`src/rtl/rtcm_regs.vh`:
```
`ifndef RTCM_REGS_VH
`define RTCM_REGS_VH

// Register offsets
`define RTCM_A_RSVD_LO   4'h0
`define RTCM_A_SECONDS   4'h1
`define RTCM_A_MINUTES   4'h2
`define RTCM_A_HOURS     4'h3
`define RTCM_A_WEEKDAY   4'h4
`define RTCM_A_DATE      4'h5
`define RTCM_A_CENT_MON  4'h6
`define RTCM_A_YEAR      4'h7
`define RTCM_A_OUT_LVL   4'h8
`define RTCM_A_RSVD_HI   4'h9
`define RTCM_A_ALARM_MONTH_CTRL  4'ha
`define RTCM_A_ALARM_DATE   4'hb
`define RTCM_A_ALARM_HOUR   4'hc
`define RTCM_A_ALARM_MINUTES    4'hd
`define RTCM_A_ALARM_SECONDS    4'he
`define RTCM_A_FLAGS     4'hf

// Bit positions
`define RTCM_B_HALT      7
`define RTCM_B_FREQ      7
`define RTCM_B_OUT       7
`define RTCM_B_AFE       7
`define RTCM_B_SQUARE_WAVE_ENABLE      6
`define RTCM_B_DRAIN     6
`define RTCM_B_RPT       7
`define RTCM_B_RPT5      6
`define RTCM_B_FLAG      6

// Bus constants
`define RTCM_SLAVE_ADDR  7'h68
`define RTCM_BITS_BYTE   4'h8

// Reset values
`define RTCM_RST_SEC     8'h00
`define RTCM_RST_DAY     8'h01
`define RTCM_RST_DATE    8'h81
`define RTCM_RST_MONTH   8'h01
`define RTCM_RST_OUT     8'h80
`define RTCM_RST_ZERO    8'h00

// Divider counts per second
`define RTCM_DIV_50      6'd50
`define RTCM_DIV_60      6'd60

`endif

```
`src/rtl/rtcm_top.v`:
```
`timescale 1ns/100ps
`include "rtcm_regs.vh"

module rtcm_top (
  input  wire CLOCK_I,
  input  wire RESETN_I,
  input  wire SCL_I,
  input  wire SDA_I,
  output wire SDA_O,
  output wire SDA_OE_N_O,
  input  wire MAINS_TICK_INPUT_I,
  output wire IRQ_OUT_O,
  output wire IRQ_OUT_OE_N_O,
  output wire SQUARE_WAVE_PIN_O,
  output wire SQUARE_WAVE_PIN_OE_N_O
);

  ////////////////////////////////////////////////////////////////////////////
  // Declarations
  localparam [3:0] S_IDLE  = 4'h0;  // Bus free or not addressed
  localparam [3:0] S_DEV   = 4'h1;  // Receiving slave address
  localparam [3:0] S_DACK  = 4'h2;  // Acking slave address
  localparam [3:0] S_WORD  = 4'h3;  // Receiving word address
  localparam [3:0] S_WACK  = 4'h4;  // Acking word address
  localparam [3:0] S_WDAT  = 4'h5;  // Receiving data byte
  localparam [3:0] S_WDACK = 4'h6;  // Acking data byte
  localparam [3:0] S_RDAT  = 4'h7;  // Sending data byte
  localparam [3:0] S_RACK  = 4'h8;  // Master ack slot

  reg  [2:0] scl_sy_r;              // Sync chain plus history
  reg  [2:0] sda_sy_r;              // Sync chain plus history
  reg  [2:0] tck_sy_r;              // Sync chain plus history
  reg  [3:0] state_r;               // Slave state
  reg  [3:0] cnt_r;                 // Bit counter
  reg  [7:0] shf_r;                 // Receive shift
  reg  [7:0] tx_r;                  // Transmit shift
  reg        rw_r;                  // Direction of transfer
  reg        drv_r;                 // Pulling SDA low
  reg  [3:0] ptr_r;                 // word_address pointer
  reg  [7:0] regs_r [0:15];         // User-visible copy
  reg  [7:0] int_r  [1:7];          // Internal time counters
  reg  [5:0] div_r;                 // Mains edge divider
  reg        tick_d_r;              // Second tick, delayed
  reg        flag_r;                // alarm_flag
  reg        pend_r;                // Alarm held off by pointer
  reg        irq_low_r;             // Irq pin pulled low
  reg        sq_o_r;                // Square data out
  reg        sq_oe_n_r;             // Square enable, low drives
  integer    i;

  wire       scl_hi   = scl_sy_r[1];
  wire       scl_rise = scl_sy_r[1] & ~scl_sy_r[2];
  wire       scl_fall = ~scl_sy_r[1] & scl_sy_r[2];
  wire       sda_in   = sda_sy_r[1];
  wire       start_c  = scl_hi & scl_sy_r[2] & ~sda_sy_r[1] & sda_sy_r[2];
  wire       stop_c   = scl_hi & scl_sy_r[2] & sda_sy_r[1] & ~sda_sy_r[2];
  wire       tck_rise = tck_sy_r[1] & ~tck_sy_r[2];
  wire       halted   = int_r[1][`RTCM_B_HALT];
  wire       freq60   = int_r[5][`RTCM_B_FREQ];
  wire [5:0] div_max  = freq60 ? `RTCM_DIV_60 : `RTCM_DIV_50;
  wire       sec_tick = tck_rise & ~halted & (div_r == div_max - 6'd1);
  wire       wr_clock = (state_r == S_WDACK) & scl_rise & ~ptr_r[3];
  wire       hold     = (state_r != S_IDLE) & ~ptr_r[3];

  ////////////////////////////////////////////////////////////////////////////
  // Helper functions
  // BCD increment of a two-digit value, upper bits untouched
  function [7:0] bcd_inc;
    input [7:0] v;
    begin
      if (v[3:0] == 4'h9) begin
        bcd_inc = {v[7:4] + 4'h1, 4'h0};
      end else begin
        bcd_inc = {v[7:4], v[3:0] + 4'h1};
      end
    end
  endfunction

  // Write mask, forces fixed-zero bits so they read back zero
  function [7:0] wmask;
    input [3:0] a;
    begin
      case (a)
        `RTCM_A_RSVD_LO:  wmask = 8'h00;
        `RTCM_A_MINUTES:  wmask = 8'h7f;
        `RTCM_A_HOURS:    wmask = 8'h3f;
        `RTCM_A_WEEKDAY:  wmask = 8'h07;
        `RTCM_A_DATE:     wmask = 8'hbf;
        `RTCM_A_CENT_MON: wmask = 8'hdf;
        `RTCM_A_OUT_LVL:  wmask = 8'h80;
        `RTCM_A_RSVD_HI:  wmask = 8'h00;
        `RTCM_A_ALARM_MONTH_CTRL: wmask = 8'hdf;
        `RTCM_A_FLAGS:    wmask = 8'h00;
        default:          wmask = 8'hff;
      endcase
    end
  endfunction

  ////////////////////////////////////////////////////////////////////////////
  // Calendar helpers
  wire [7:0] yr   = int_r[7];
  wire [1:0] cent = int_r[6][7:6];
  wire [4:0] mon  = int_r[6][4:0];
  // Divisible by four in BCD: even tens with 0/4/8, odd tens with 2/6
  wire       by4  = yr[4] ? (yr[3:0] == 4'h2 || yr[3:0] == 4'h6)
                          : (yr[3:0] == 4'h0 || yr[3:0] == 4'h4 ||
                             yr[3:0] == 4'h8);
  // Only century count zero is a leap hundred
  wire       leap = by4 & ((yr != 8'h00) | (cent == 2'b00));
  reg  [5:0] dim;                   // Last date of month, BCD

  // Month length lookup
  always @* begin
    case (mon)
      5'h02:   dim = leap ? 6'h29 : 6'h28;
      5'h04,
      5'h06,
      5'h09,
      5'h11:   dim = 6'h30;
      default: dim = 6'h31;
    endcase
  end

  ////////////////////////////////////////////////////////////////////////////
  // Input synchronisers; stage 0 feeds only stage 1
  always @(posedge CLOCK_I or negedge RESETN_I) begin
    if (!RESETN_I) begin
      scl_sy_r <= 3'b111;
      sda_sy_r <= 3'b111;
      tck_sy_r <= 3'b000;
    end else begin
      scl_sy_r <= {scl_sy_r[1:0], SCL_I};
      sda_sy_r <= {sda_sy_r[1:0], SDA_I};
      tck_sy_r <= {tck_sy_r[1:0], MAINS_TICK_INPUT_I};
    end
  end

  ////////////////////////////////////////////////////////////////////////////
  // Serial slave engine and register writes
  always @(posedge CLOCK_I or negedge RESETN_I) begin
    if (!RESETN_I) begin
      state_r <= S_IDLE;
      cnt_r   <= 4'h0;
      shf_r   <= 8'h00;
      tx_r    <= 8'h00;
      rw_r    <= 1'b0;
      drv_r   <= 1'b0;
      ptr_r   <= 4'h0;
      for (i = 0; i < 16; i = i + 1) begin
        regs_r[i] <= `RTCM_RST_ZERO;
      end
      regs_r[`RTCM_A_WEEKDAY]  <= `RTCM_RST_DAY;
      regs_r[`RTCM_A_DATE]     <= `RTCM_RST_DATE;
      regs_r[`RTCM_A_CENT_MON] <= `RTCM_RST_MONTH;
      regs_r[`RTCM_A_OUT_LVL]  <= `RTCM_RST_OUT;
    end else begin
      // User copy follows counters unless a clock address is in use
      if (!hold) begin
        for (i = 1; i < 8; i = i + 1) begin
          regs_r[i] <= int_r[i];
        end
      end
      if (start_c) begin
        // Start or repeated start, always back to address phase
        state_r <= S_DEV;
        cnt_r   <= 4'h0;
        drv_r   <= 1'b0;
      end else if (stop_c) begin
        state_r <= S_IDLE;
        drv_r   <= 1'b0;
      end else begin
        case (state_r)
          S_DEV, S_WORD, S_WDAT: begin
            if (scl_rise) begin
              shf_r <= {shf_r[6:0], sda_in};
              cnt_r <= cnt_r + 4'h1;
            end else if (scl_fall && cnt_r == `RTCM_BITS_BYTE) begin
              cnt_r <= 4'h0;
              if (state_r == S_DEV) begin
                if (shf_r[7:1] == `RTCM_SLAVE_ADDR) begin
                  rw_r    <= shf_r[0];
                  state_r <= S_DACK;
                  drv_r   <= 1'b1;
                end else begin
                  state_r <= S_IDLE;
                end
              end else begin
                state_r <= (state_r == S_WORD) ? S_WACK : S_WDACK;
                drv_r   <= 1'b1;
              end
            end
          end
          S_DACK: begin
            if (scl_fall) begin
              if (rw_r) begin
                // Read starts at the held pointer
                tx_r    <= regs_r[ptr_r];
                drv_r   <= ~regs_r[ptr_r][7];
                state_r <= S_RDAT;
              end else begin
                drv_r   <= 1'b0;
                state_r <= S_WORD;
              end
            end
          end
          S_WACK: begin
            if (scl_rise) begin
              ptr_r <= shf_r[3:0];
            end else if (scl_fall) begin
              drv_r   <= 1'b0;
              state_r <= S_WDAT;
            end
          end
          S_WDACK: begin
            if (scl_rise) begin
              // Store on the ack clock, then advance
              regs_r[ptr_r] <= shf_r & wmask(ptr_r);
              ptr_r         <= ptr_r + 4'h1;
            end else if (scl_fall) begin
              drv_r   <= 1'b0;
              state_r <= S_WDAT;
            end
          end
          S_RDAT: begin
            if (scl_rise) begin
              cnt_r <= cnt_r + 4'h1;
            end else if (scl_fall) begin
              if (cnt_r == `RTCM_BITS_BYTE) begin
                cnt_r   <= 4'h0;
                drv_r   <= 1'b0;                      // Release for ack
                state_r <= S_RACK;
              end else begin
                tx_r  <= {tx_r[6:0], 1'b0};
                drv_r <= ~tx_r[6];
              end
            end
          end
          S_RACK: begin
            if (scl_rise) begin
              ptr_r <= ptr_r + 4'h1;
              rw_r  <= ~sda_in;                       // Master acked
            end else if (scl_fall) begin
              if (rw_r) begin
                tx_r    <= regs_r[ptr_r];
                drv_r   <= ~regs_r[ptr_r][7];
                state_r <= S_RDAT;
              end else begin
                state_r <= S_IDLE;                    // Nack, wait for stop
              end
            end
          end
          default: begin
            drv_r <= 1'b0;
          end
        endcase
      end
      // Flag register copy is built from the live flag
      regs_r[`RTCM_A_FLAGS] <= {1'b0, flag_r, 6'h00};
    end
  end

  // Flag byte loaded for sending in this cycle
  wire flag_load = ~start_c & ~stop_c & scl_fall & (ptr_r == `RTCM_A_FLAGS) &
                   (((state_r == S_DACK) & rw_r) | ((state_r == S_RACK) & rw_r));

  ////////////////////////////////////////////////////////////////////////////
  // Divider and internal time counters
  always @(posedge CLOCK_I or negedge RESETN_I) begin
    if (!RESETN_I) begin
      div_r    <= 6'd0;
      tick_d_r <= 1'b0;
      int_r[1] <= `RTCM_RST_SEC;
      int_r[2] <= `RTCM_RST_ZERO;
      int_r[3] <= `RTCM_RST_ZERO;
      int_r[4] <= `RTCM_RST_DAY;
      int_r[5] <= `RTCM_RST_DATE;
      int_r[6] <= `RTCM_RST_MONTH;
      int_r[7] <= `RTCM_RST_ZERO;
    end else begin
      tick_d_r <= sec_tick;
      if (wr_clock) begin
        // Any clock-area write restarts the second; all but address 0 also reload time
        div_r <= 6'd0;
        if (ptr_r != `RTCM_A_RSVD_LO) begin
          int_r[ptr_r[2:0]] <= shf_r & wmask(ptr_r);
        end
      end else if (tck_rise && !halted) begin
        div_r <= sec_tick ? 6'd0 : div_r + 6'd1;
      end
      if (sec_tick && !wr_clock) begin
        // BCD cascade, control bits in the tops kept
        if (int_r[1][6:0] == 7'h59) begin
          int_r[1][6:0] <= 7'h00;
          if (int_r[2][6:0] == 7'h59) begin
            int_r[2][6:0] <= 7'h00;
            if (int_r[3][5:0] == 6'h23) begin
              int_r[3][5:0] <= 6'h00;
              int_r[4][2:0] <= (int_r[4][2:0] == 3'd7) ? 3'd1
                                                       : int_r[4][2:0] + 3'd1;
              if (int_r[5][5:0] == dim) begin
                int_r[5][5:0] <= 6'h01;
                if (mon == 5'h12) begin
                  int_r[6][4:0] <= 5'h01;
                  if (yr == 8'h99) begin
                    int_r[7]      <= 8'h00;
                    int_r[6][7:6] <= cent + 2'b01;
                  end else begin
                    int_r[7] <= bcd_inc(yr);
                  end
                end else begin
                  int_r[6] <= bcd_inc(int_r[6]);      // Century kept, month < 12
                end
              end else begin
                int_r[5] <= bcd_inc(int_r[5]);        // Select bit kept, tens < 3
              end
            end else begin
              int_r[3] <= bcd_inc(int_r[3]);          // Top bits zero by mask
            end
          end else begin
            int_r[2] <= bcd_inc(int_r[2]);            // Top bit zero by mask
          end
        end else begin
          int_r[1] <= bcd_inc(int_r[1]);              // Halt bit is zero here
        end
      end
    end
  end

  ////////////////////////////////////////////////////////////////////////////
  // Alarm match
  wire [4:0] rpt = {regs_r[`RTCM_A_ALARM_DATE][`RTCM_B_RPT5],
                    regs_r[`RTCM_A_ALARM_DATE][`RTCM_B_RPT],
                    regs_r[`RTCM_A_ALARM_HOUR][`RTCM_B_RPT],
                    regs_r[`RTCM_A_ALARM_MINUTES][`RTCM_B_RPT],
                    regs_r[`RTCM_A_ALARM_SECONDS][`RTCM_B_RPT]};
  wire m_sec = regs_r[`RTCM_A_ALARM_SECONDS][6:0]  == int_r[1][6:0];
  wire m_min = regs_r[`RTCM_A_ALARM_MINUTES][6:0]  == int_r[2][6:0];
  wire m_hr  = regs_r[`RTCM_A_ALARM_HOUR][5:0] == int_r[3][5:0];
  wire m_dt  = regs_r[`RTCM_A_ALARM_DATE][5:0] == int_r[5][5:0];
  wire m_mo  = regs_r[`RTCM_A_ALARM_MONTH_CTRL][4:0] == int_r[6][4:0];
  reg  match;                       // Selected fields agree

  // Unlisted mask codes fall back to every second
  always @* begin
    case (rpt)
      5'b11110: match = m_sec;
      5'b11100: match = m_sec & m_min;
      5'b11000: match = m_sec & m_min & m_hr;
      5'b10000: match = m_sec & m_min & m_hr & m_dt;
      5'b00000: match = m_sec & m_min & m_hr & m_dt & m_mo;
      default:  match = 1'b1;
    endcase
  end

  ////////////////////////////////////////////////////////////////////////////
  // Alarm flag, pointer parked on flags defers the event
  wire hit      = tick_d_r & match;
  wire flag_set = (hit | pend_r) & (ptr_r != `RTCM_A_FLAGS);

  always @(posedge CLOCK_I or negedge RESETN_I) begin
    if (!RESETN_I) begin
      flag_r <= 1'b0;
      pend_r <= 1'b0;
    end else begin
      pend_r <= (hit | pend_r) & (ptr_r == `RTCM_A_FLAGS);
      // Set wins over the read clear
      flag_r <= flag_set | (flag_r & ~flag_load);
    end
  end

  ////////////////////////////////////////////////////////////////////////////
  // Pin drivers, registered
  wire afe  = regs_r[`RTCM_A_ALARM_MONTH_CTRL][`RTCM_B_AFE];
  wire square_wave_enable = regs_r[`RTCM_A_ALARM_MONTH_CTRL][`RTCM_B_SQUARE_WAVE_ENABLE];
  wire od   = regs_r[`RTCM_A_ALARM_HOUR][`RTCM_B_DRAIN];
  // High for the first half of each second
  wire sq   = square_wave_enable & ~halted & (div_r < {1'b0, div_max[5:1]});

  always @(posedge CLOCK_I or negedge RESETN_I) begin
    if (!RESETN_I) begin
      irq_low_r <= 1'b0;
      sq_o_r    <= 1'b0;
      sq_oe_n_r <= 1'b0;
    end else begin
      irq_low_r <= afe ? flag_r
                       : ~regs_r[`RTCM_A_OUT_LVL][`RTCM_B_OUT];
      sq_o_r    <= od ? 1'b0 : sq;
      sq_oe_n_r <= od ? sq : 1'b0;
    end
  end

  assign SDA_O                  = 1'b0;
  assign SDA_OE_N_O             = ~drv_r;
  assign IRQ_OUT_O              = 1'b0;
  assign IRQ_OUT_OE_N_O         = ~irq_low_r;
  assign SQUARE_WAVE_PIN_O      = sq_o_r;
  assign SQUARE_WAVE_PIN_OE_N_O = sq_oe_n_r;

endmodule // rtcm_top

```
`config.mk`:
```
export PLATFORM = sky130hd
export DESIGN_NAME = rtcm_top
export DESIGN_NICKNAME = d
export VERILOG_FILES = /design/src/rtl/rtcm_top.v
export VERILOG_INCLUDE_DIRS = /design/src /design/src/rtl
export SDC_FILE = /design/constraint.sdc
export NUM_CORES = 1
export LEC_CHECK = 0
export BUFFER_PORTS_ARGS = -buffer_cell sky130_fd_sc_hd__buf_2
export CELL_PAD_IN_SITES_DETAIL_PLACEMENT = 0
export CELL_PAD_IN_SITES_GLOBAL_PLACEMENT = 2
export CORE_ASPECT_RATIO = 0.9
export CORE_MARGIN = 4
export CORE_UTILIZATION = 37
export DETAILED_ROUTE_END_ITERATION = 12
export GPL_ROUTABILITY_DRIVEN = 0
export GPL_TIMING_DRIVEN = 0
export PLACE_DENSITY_LB_ADDON = 0.05
export REMOVE_ABC_BUFFERS = 1
export SETUP_SLACK_MARGIN = 0.02
export SLEW_MARGIN = 20
export SYNTH_ARGS = -nofsm -noshare
export SYNTH_HDL_FRONTEND = slang
export SYNTH_SLANG_ARGS = --single-unit
export TNS_END_PERCENT = 50
```
`constraint.sdc`:
```
create_clock -name CLOCK_I -period 3.3 [get_ports CLOCK_I]
set_clock_uncertainty 0.05 [all_clocks]
set_input_delay 0.33 -clock CLOCK_I [delete_from_list [all_inputs] [get_ports CLOCK_I]]
set_output_delay 0.33 -clock CLOCK_I [all_outputs]
set_load 0.02 [all_outputs]
```
==> summary.md, run 1 <==
| Metric | Value |
|---|---|
| Hold Slack | roughly 290 ps |
| DR vias | a little over 10k |
| Worst Path Arrival | ~3600 ps |
| Worst VDD drop | approximately 0.32 mV |
| Setup Total Neg Slack | 0 ps |
| Number of max-cap violations | 0 |
| Syn_area_per_cell | just over 9 sq um |
| Dpl cells | 1750 |
| Largest net degree at the start of global routing | 80 |
| CTS max path bufs | 3 |
| Worst-margin pin slew | 1040 ps |
| Core area | about 34000 sq um |
| Fraction of layout cells with a size suffix above 1 | between 10% and 20% |
| Clock-pin slew on the worst setup and hold paths | 60 ps |
| Pre-CTS WS | -1002 ps |
| FMAX | 0.3098 GHz |
| Hold crit path type | in2async |
| Die ar. | ~37000 sq um |
| Synthesized cell area | around 13000 sq um |
| IO Port Bufs | 8 |
| # IOs | 11 |
| HPWL after DPL | roughly 30000 um |
| Die Wd | just over 200 um |
| Area Overhead vs Synth | 12.98% |
| Final setup vio count | 0 |
| Initial Utilization | a little under two fifths |
| WL final | ~44000 um |
| Inserted Clock Buffers | 27 |
| Unrepaired setup endpoints after global routing | yes |
| Mean number of vias per cell | roughly 5.5 |
| Sequential-to-total area share from yosys stat | ~45% |
| Die height | approximately 180 um |
| CP max stage delay | roughly 640 ps |
| Minimum clock period | about 3200 ps |
| Clock network latency to the later pin of the worst-skew pair | ~550 ps |
| N_diodes | 0 |
| Synthesis Warnings | 0 |
| Wire per inst | ~24 um |
| #FFs+latches synth | roughly 230 |
| Crit. End Element | flop |
| GRT Total Usage | between 20% and 30% |
| Worst path cell trace | or3b_1 -> or3_1 -> o211ai_2 -> xnor2_2 -> or4_4 -> mux2_4 -> a221o_1 |
| CP max stage cell | or4_4 |
| EDFF count, synth | 0 |
| Leak | ~6.4 nW |
| GR Overflow Total | 0 |
| Period Utilization, post-route | a little over nine tenths |
| Setup WS post-layout | roughly 70 ps |
| # H-tree levels | 1 |
| Fin. max-slew vios | 0 |
| Critical Path Start Type | flop |
| Status | finished, final reports clean |
| Ys flop type | dfrtp_1 |
| Crit path kind | reg2reg |
| Antenna-violating nets left | 0 |
| Critical Path RT | ~3700 ps |
| Cells after Synth | 1360 |
| DRT Pass-1 Iters | 5 |
| Fin nets | approximately 1.4k |
| Post-route DRC | 0 |
| Core Rows | between 60 and 70 |
| Post-Route Utilization | a little over two fifths |
| 1st-iter DRT viols | ~670 |
| Root buf cell | clkbuf_16 |
| Sink Count | 227 |
| Antenna violations before repair | 4 |
| Rel. slew slack | around 31% |
| Post-layout instance count excluding filler cells | 1816 |
| Crit Path Max Fanout | 8 |
| Netlist cell types | 80 |
| Vias in the first global route | around 9.7k |
| Final Hold Fails | 0 |
| First-pass GRT wire length | roughly 66000 um |
| CTS tree | built |
| Pwr Density | roughly 690 nW/um^2 |
| Ys async rst share | 100.0% |
-- cells in the final DEF (no fill, tap or decap), types with 14 or more instances in the layout --
| cell | count |
|---|---|
| mux4_2 | 14 |
| a21oi_1 | 109 |
| xor2_1 | 29 |
| nand2_1 | 166 |
| ha_1 | 31 |
| mux2_2 | 29 |
| nand3_1 | 24 |
| inv_1 | 33 |
| dfstp_2 | 15 |
| clkbuf_16 | 27 |
| nor2_1 | 110 |
| o21ai_0 | 129 |
| mux2i_1 | 65 |
| and2_1 | 20 |
| dfrtp_1 | 206 |
| nor2b_1 | 20 |
-- flip-flops by register name, summed over array words and instances (netlist names), 3 cells and up --
| register | flops |
|---|---|
| regs_r | 119 |
| int_r | 44 |
| shf_r | 8 |
| yr | 8 |
| tx_r | 7 |
| div_r | 6 |
| cnt_r | 4 |
| ptr_r | 4 |
| state_r | 4 |
| scl_sy_r | 3 |
| sda_sy_r | 3 |
| tck_sy_r | 3 |
-- repair_timing --
action,4_1_cts,5_1_grt
pin swaps,4,2
endpoints found under the setup margin,156,50
resized for setup,21,12
hold endpoints to repair,74,0
hold buffers,4,0
setup buffers,7,6
-- final timing paths --
check | start | cells after the start | slack (ps) | end
worst max-delay path | int_r[10] | 7 | 70 | yr[6]
worst min-delay path | RESETN_I | 2 | 290 | SQUARE_WAVE_PIN_OE_N_O
worst max register to register | int_r[10] | 7 | 70 | yr[6]
worst min register to register | tck_sy_r[0] | 0 | 300 | tck_sy_r[1]
max in group asynchronous | RESETN_I | 4 | 1690 | int_r[8]
min in group CLOCK_I | tck_sy_r[0] | 0 | 300 | tck_sy_r[1]
-- worst max-delay path, delay by kind of cell, from the launching register on --
family,cells,cell delay [ps]
DFF,1,520
and+or+nand+nor,3,1480
AOI/OAI and AO/OA,2,560
xor gates and xnor gates,1,180
muxes,1,330
-- routing by layer --
metal	part of all wire [%]	wire (um)	global-route usage, %
met5	0.037	16	0
met4	2.8	1233	6.258
met3	4.4	1915	3.951
met2	44	19030	34.40
met1	49	21370	34.87
-- cells in the mapped netlist (14+ instances only) --
| master | instances | share of area (%) |
|---|---|---|
| nor3_1 | 14 | 0.55 |
| a21oi_1 | 109 | 4.3 |
| nor2b_1 | 20 | 0.98 |
| mux2_2 | 29 | 2.6 |
| nand3_1 | 26 | 1.0 |
| mux4_2 | 14 | 2.5 |
| xor2_1 | 29 | 2.0 |
| ha_1 | 33 | 3.2 |
| dfrtp_1 | 212 | 42 |
| mux2i_1 | 65 | 5.1 |
| clkbuf_1 | 73 | 2.2 |
| dfstp_2 | 15 | 3.1 |
| inv_1 | 35 | 1.0 |
| o21ai_0 | 132 | 5.2 |
| nor2_1 | 114 | 3.4 |
| nand2_1 | 173 | 5.1 |
| and2_1 | 20 | 0.98 |
| a221oi_1 | 14 | 0.96 |
-- metrics by stage --
step                power (mW)  area (sq um)
global route             10.41         14380
finish                   9.900         14380
CTS                      9.910         14260
floorplan                5.361         12370
global placement         6.472         12990
detailed placement       6.796         13220
-- cells by family after synthesis --
logic type	synth area share (%)
XOR/XNOR	2.822
other	0.02947
AO/OA/AOI/OAI	17.62
buffers and inverters	3.855
flip-flops	44.79
AND/OR/NAND/NOR	17.36
multiplexers	10.28
adder cells (fa/ha/maj)	3.245
-- cell type report --
class                   count  area [sq um]
well taps                 462         578.1
flip-flops and latches    227          5717
multi-input cells        1009          6666
clock inverters            10         102.6
repair buffers             33         396.6
clock buffers              39         770.7
inverters                  36         143.9
fillers                  3420         19580
-- report_power, final --
group	total, mW	switching (mW)	internal [mW]
Sequential	3.62	0.555	3.07
Combinational	3.28	2.08	1.20
Clock	3.00	1.23	1.77
No activity file was read; power rests on OpenSTA's default activity.
==> run 2, diff against run 1 <==
Settings changed: CELL_PAD_IN_SITES_DETAIL_PLACEMENT 0 to 1, CELL_PAD_IN_SITES_GLOBAL_PLACEMENT 2 to 1, CORE_UTILIZATION 37 to 45, REMOVE_ABC_BUFFERS 1 to not set.
==> run 2 against run 1 <==
Compared with the run above:
- total power rose by 2.9%
- critical path depth unchanged
- final cell count fell by 1.4%
- sequential share of layout area is 0.42 points lower
- first-iteration DRC count rose by 43%
- worst hold slack worse by 12 ps
- sequential power decreased by 6.6%
- setup slack got worse by 66 ps
- register-to-register slack lost 70 ps
- largest cell class unchanged
- highest routed layer is now met4
==> summary.md, run 2 (synthesized netlist as in run 1, its figures left out) <==
| Metric | Value |
|---|---|
| Status | finished, final reports clean |
| Core area | 27940 sq um (-18%) |
| Post-route DRC | 0 (unchanged) |
| Largest net degree at the start of global routing | 91 (+14%) |
| Rel. slew slack | 23.03% (-7.5 points) |
| Dpl cells | 1731 (-1.1%) |
| GRT Total Usage | 29.66% (+6.5 points) |
| Fraction of layout cells with a size suffix above 1 | 13.36% (-0.085 points) |
| Share of total power in combinational logic | 35.1% (+2.0 points) |
| Post-layout instance count excluding filler cells | 1790 (-1.4%) |
| Die Wd | 185.2 um (-9.0%) |
| Post-Route Utilization | 51.91% (+9.6 points) |
| Inserted Clock Buffers | 27 (unchanged) |
| CP max stage cell | buf_1 |
| Wire per inst | 25.79 um (+7.5%) |
| Most common cell after layout, fill and taps aside | dfrtp_1 |
| 1st-iter DRT viols | 956 (+43%) |
| Worst VDD drop | 0.3802 mV (+19%) |
| Leak | 6.505 nW (+2.1%) |
| Clock network latency to the later pin of the worst-skew pair | 540 ps (about the same) |
| Top cell by count, worst path | clkbuf_1 |
| Worst-margin pin slew | 1146 ps (+106.0 ps) |
| Fin nets | 1448 (+5.5%) |
| Tot Pwr | 10.19 mW (+2.9%) |
| Antenna-violating nets left | 0 (unchanged) |
| Final Hold Fails | 0 (unchanged) |
| Sink Count | 227 (unchanged) |
| Critical Path Start Type | flop |
| Unrepaired setup endpoints after global routing | yes |
| Final setup vio count | 0 (unchanged) |
| Crit path from | state_r[1] |
| Root buf cell | clkbuf_16 |
| Worst Path Arrival | 3650 ps (+40 ps) |
| Number of max-cap violations | 0 (unchanged) |
| Clock-pin slew on the worst setup and hold paths | 60 ps (about the same) |
| IO Port Bufs | 8 (unchanged) |
| Minimum clock period | 3294 ps (+65.50 ps) |
| Fillers | 3163 (-7.5%) |
| Antenna violations before repair | 0 (-4) |
| Multi-input logic area | 6641 sq um (-0.38%) |
| Die height | 167.5 um (-8.9%) |
| WL final | 46170 um (+6.0%) |
| # H-tree levels | 1 (unchanged) |
| Pre-CTS WS | -1134 ps (-132.2 ps) |
| Die ar. | 31030 sq um (-17%) |
| Mean number of vias per cell | 6.124 (+11%) |
| CTS max path bufs | 3 (unchanged) |
| Initial Utilization | 45.54% (+8.1 points) |
| Worst path cell trace | clkbuf_1 -> nor4_1 -> nor2_1 -> clkbuf_1 -> buf_1 -> mux2i_1 -> a21oi_1 |
| Seq pwr share | 33.1% (-3.5 points) |
| Area Overhead vs Synth | 13.98% |
| CP max stage delay | 670 ps (+30 ps) |
| First-pass GRT wire length | 70660 um (+7.4%) |
| DR vias | 10.96k (+9.0%) |
| Largest register FFs | 119 (unchanged) |
| FMAX | 0.3036 GHz (-2.0%) |
| Fin. max-slew vios | 0 (unchanged) |
| Sw Pwr | 4.011 mW (+3.8%) |
| DRT Pass-1 Iters | 5 (unchanged) |
| Biggest register | regs_r |
| N_diodes | 0 (unchanged) |
| Pint | 6.179 mW (+2.4%) |
| Crit. End Element | flop |
| Pwr Density | 702.6 nW/um^2 (+2.0%) |
| Hold crit path type | in2async |
| Setup WS post-layout | 6.490 ps (-65.50 ps) |
| Reg2reg start | state_r[1] |
| Biggest regs | regs_r x119, int_r x44 |
| Most frequent cells in the layout | dfrtp_1 (206), nand2_1 (173), o21ai_0 (130) |
| Critical Path RT | 3660 ps (-20 ps) |
| Clock share of power | 31.8% (+1.5 points) |
| Crit path kind | reg2reg |
| Switching Fraction | 39.36% (+0.32 points) |
| # IOs | 11 (unchanged) |
| CTS tree | built |
| Core Rows | 58 (-9.4%) |
| Storage cell area | 5707 sq um (-0.18%) |
| Crit Path Max Fanout | 10 (+2) |
| GR Overflow Total | 0 (unchanged) |
| Period Utilization, post-route | 99.80% (+2.0 points) |
| Hold Slack | 274.1 ps (-12.30 ps) |
| Vias in the first global route | 11.11k (+15%) |
| HPWL after DPL | 33350 um (+12%) |
-- run 2: cell types whose count changed in the layout (fill, tap and decap cells not counted), sizes merged --
cell	delta
clkinvlp	-1
clkbuf	+66
inv	+3
clkinv	-3
bufinv	+3
buf	+8
-- run 2: per-stage QoR --
| stage | cell area (sq um) | setup TNS, ps |
|---|---|---|
| after floorplan | 12730 | 0 |
| after global placement | 13220 | -607450 |
| after detailed placement | 13280 | -92530 |
| after CTS | 14420 | 0 |
| after global routing | 14500 | -1903 |
| final | 14500 | 0 |
-- run 2: power by group through the flow --
| stage | registers, mW | clock network (mW) | logic [mW] |
|---|---|---|---|
| after floorplan | 3.27 | 0 | 2.19 |
| after global placement | 3.39 | 0 | 3.36 |
| after detailed placement | 3.40 | 0 | 3.41 |
| after CTS | 3.37 | 3.27 | 3.49 |
| after global routing | 3.41 | 3.40 | 3.79 |
| final | 3.38 | 3.24 | 3.57 |
-- run 2: metal layers --
metal | vias to the layer above | track usage [%] | wire length, um
met5 | - | 0 | 0
met2 | 318 | 45.07 | 20510
met1 | 5591 | 44.29 | 21530
met3 | 87 | 4.192 | 2586
li1 | 4966 | - | -
met4 | 0 | 8.392 | 1547
-- run 2: cell type report --
class                      count  area share (%)
buffer                        83           2.631
clock buffer                  37           5.194
clock inverter                12           1.363
inverter                      36          0.9404
multi-input combinational   1009           45.79
sequential                   227           39.35
tap                          360           3.106
timing repair buffer          26           1.622
-- run 2: worst max-delay path: cells and delay by family (launching register included) --
family                 cells  cell delay [ps]
buffers and inverters      3             1610
and+or+nand+nor            2              700
DFF                        1              440
AOI/OAI and AO/OA          1               80
muxes                      1              270
-- run 2: final timing paths --
kind / to / slack [ps] / cells past startpoint
worst max-delay path: regs_r[75] / 6 / 7
worst min-delay path: regs_r[48] / 270 / 2
worst max register to register: regs_r[75] / 6 / 7
worst min register to register: tck_sy_r[1] / 300 / 0
max in group asynchronous: int_r[10] / 1640 / 4
min in group CLOCK_I: tck_sy_r[1] / 300 / 0
-- run 2: what timing repair did --
item	in CTS	in global routing
pin swaps	3	9
resized for setup	38	30
endpoints found under the hold margin	64	0
hold buffers	4	0
setup buffers	7	5
setup endpoints to repair	166	94
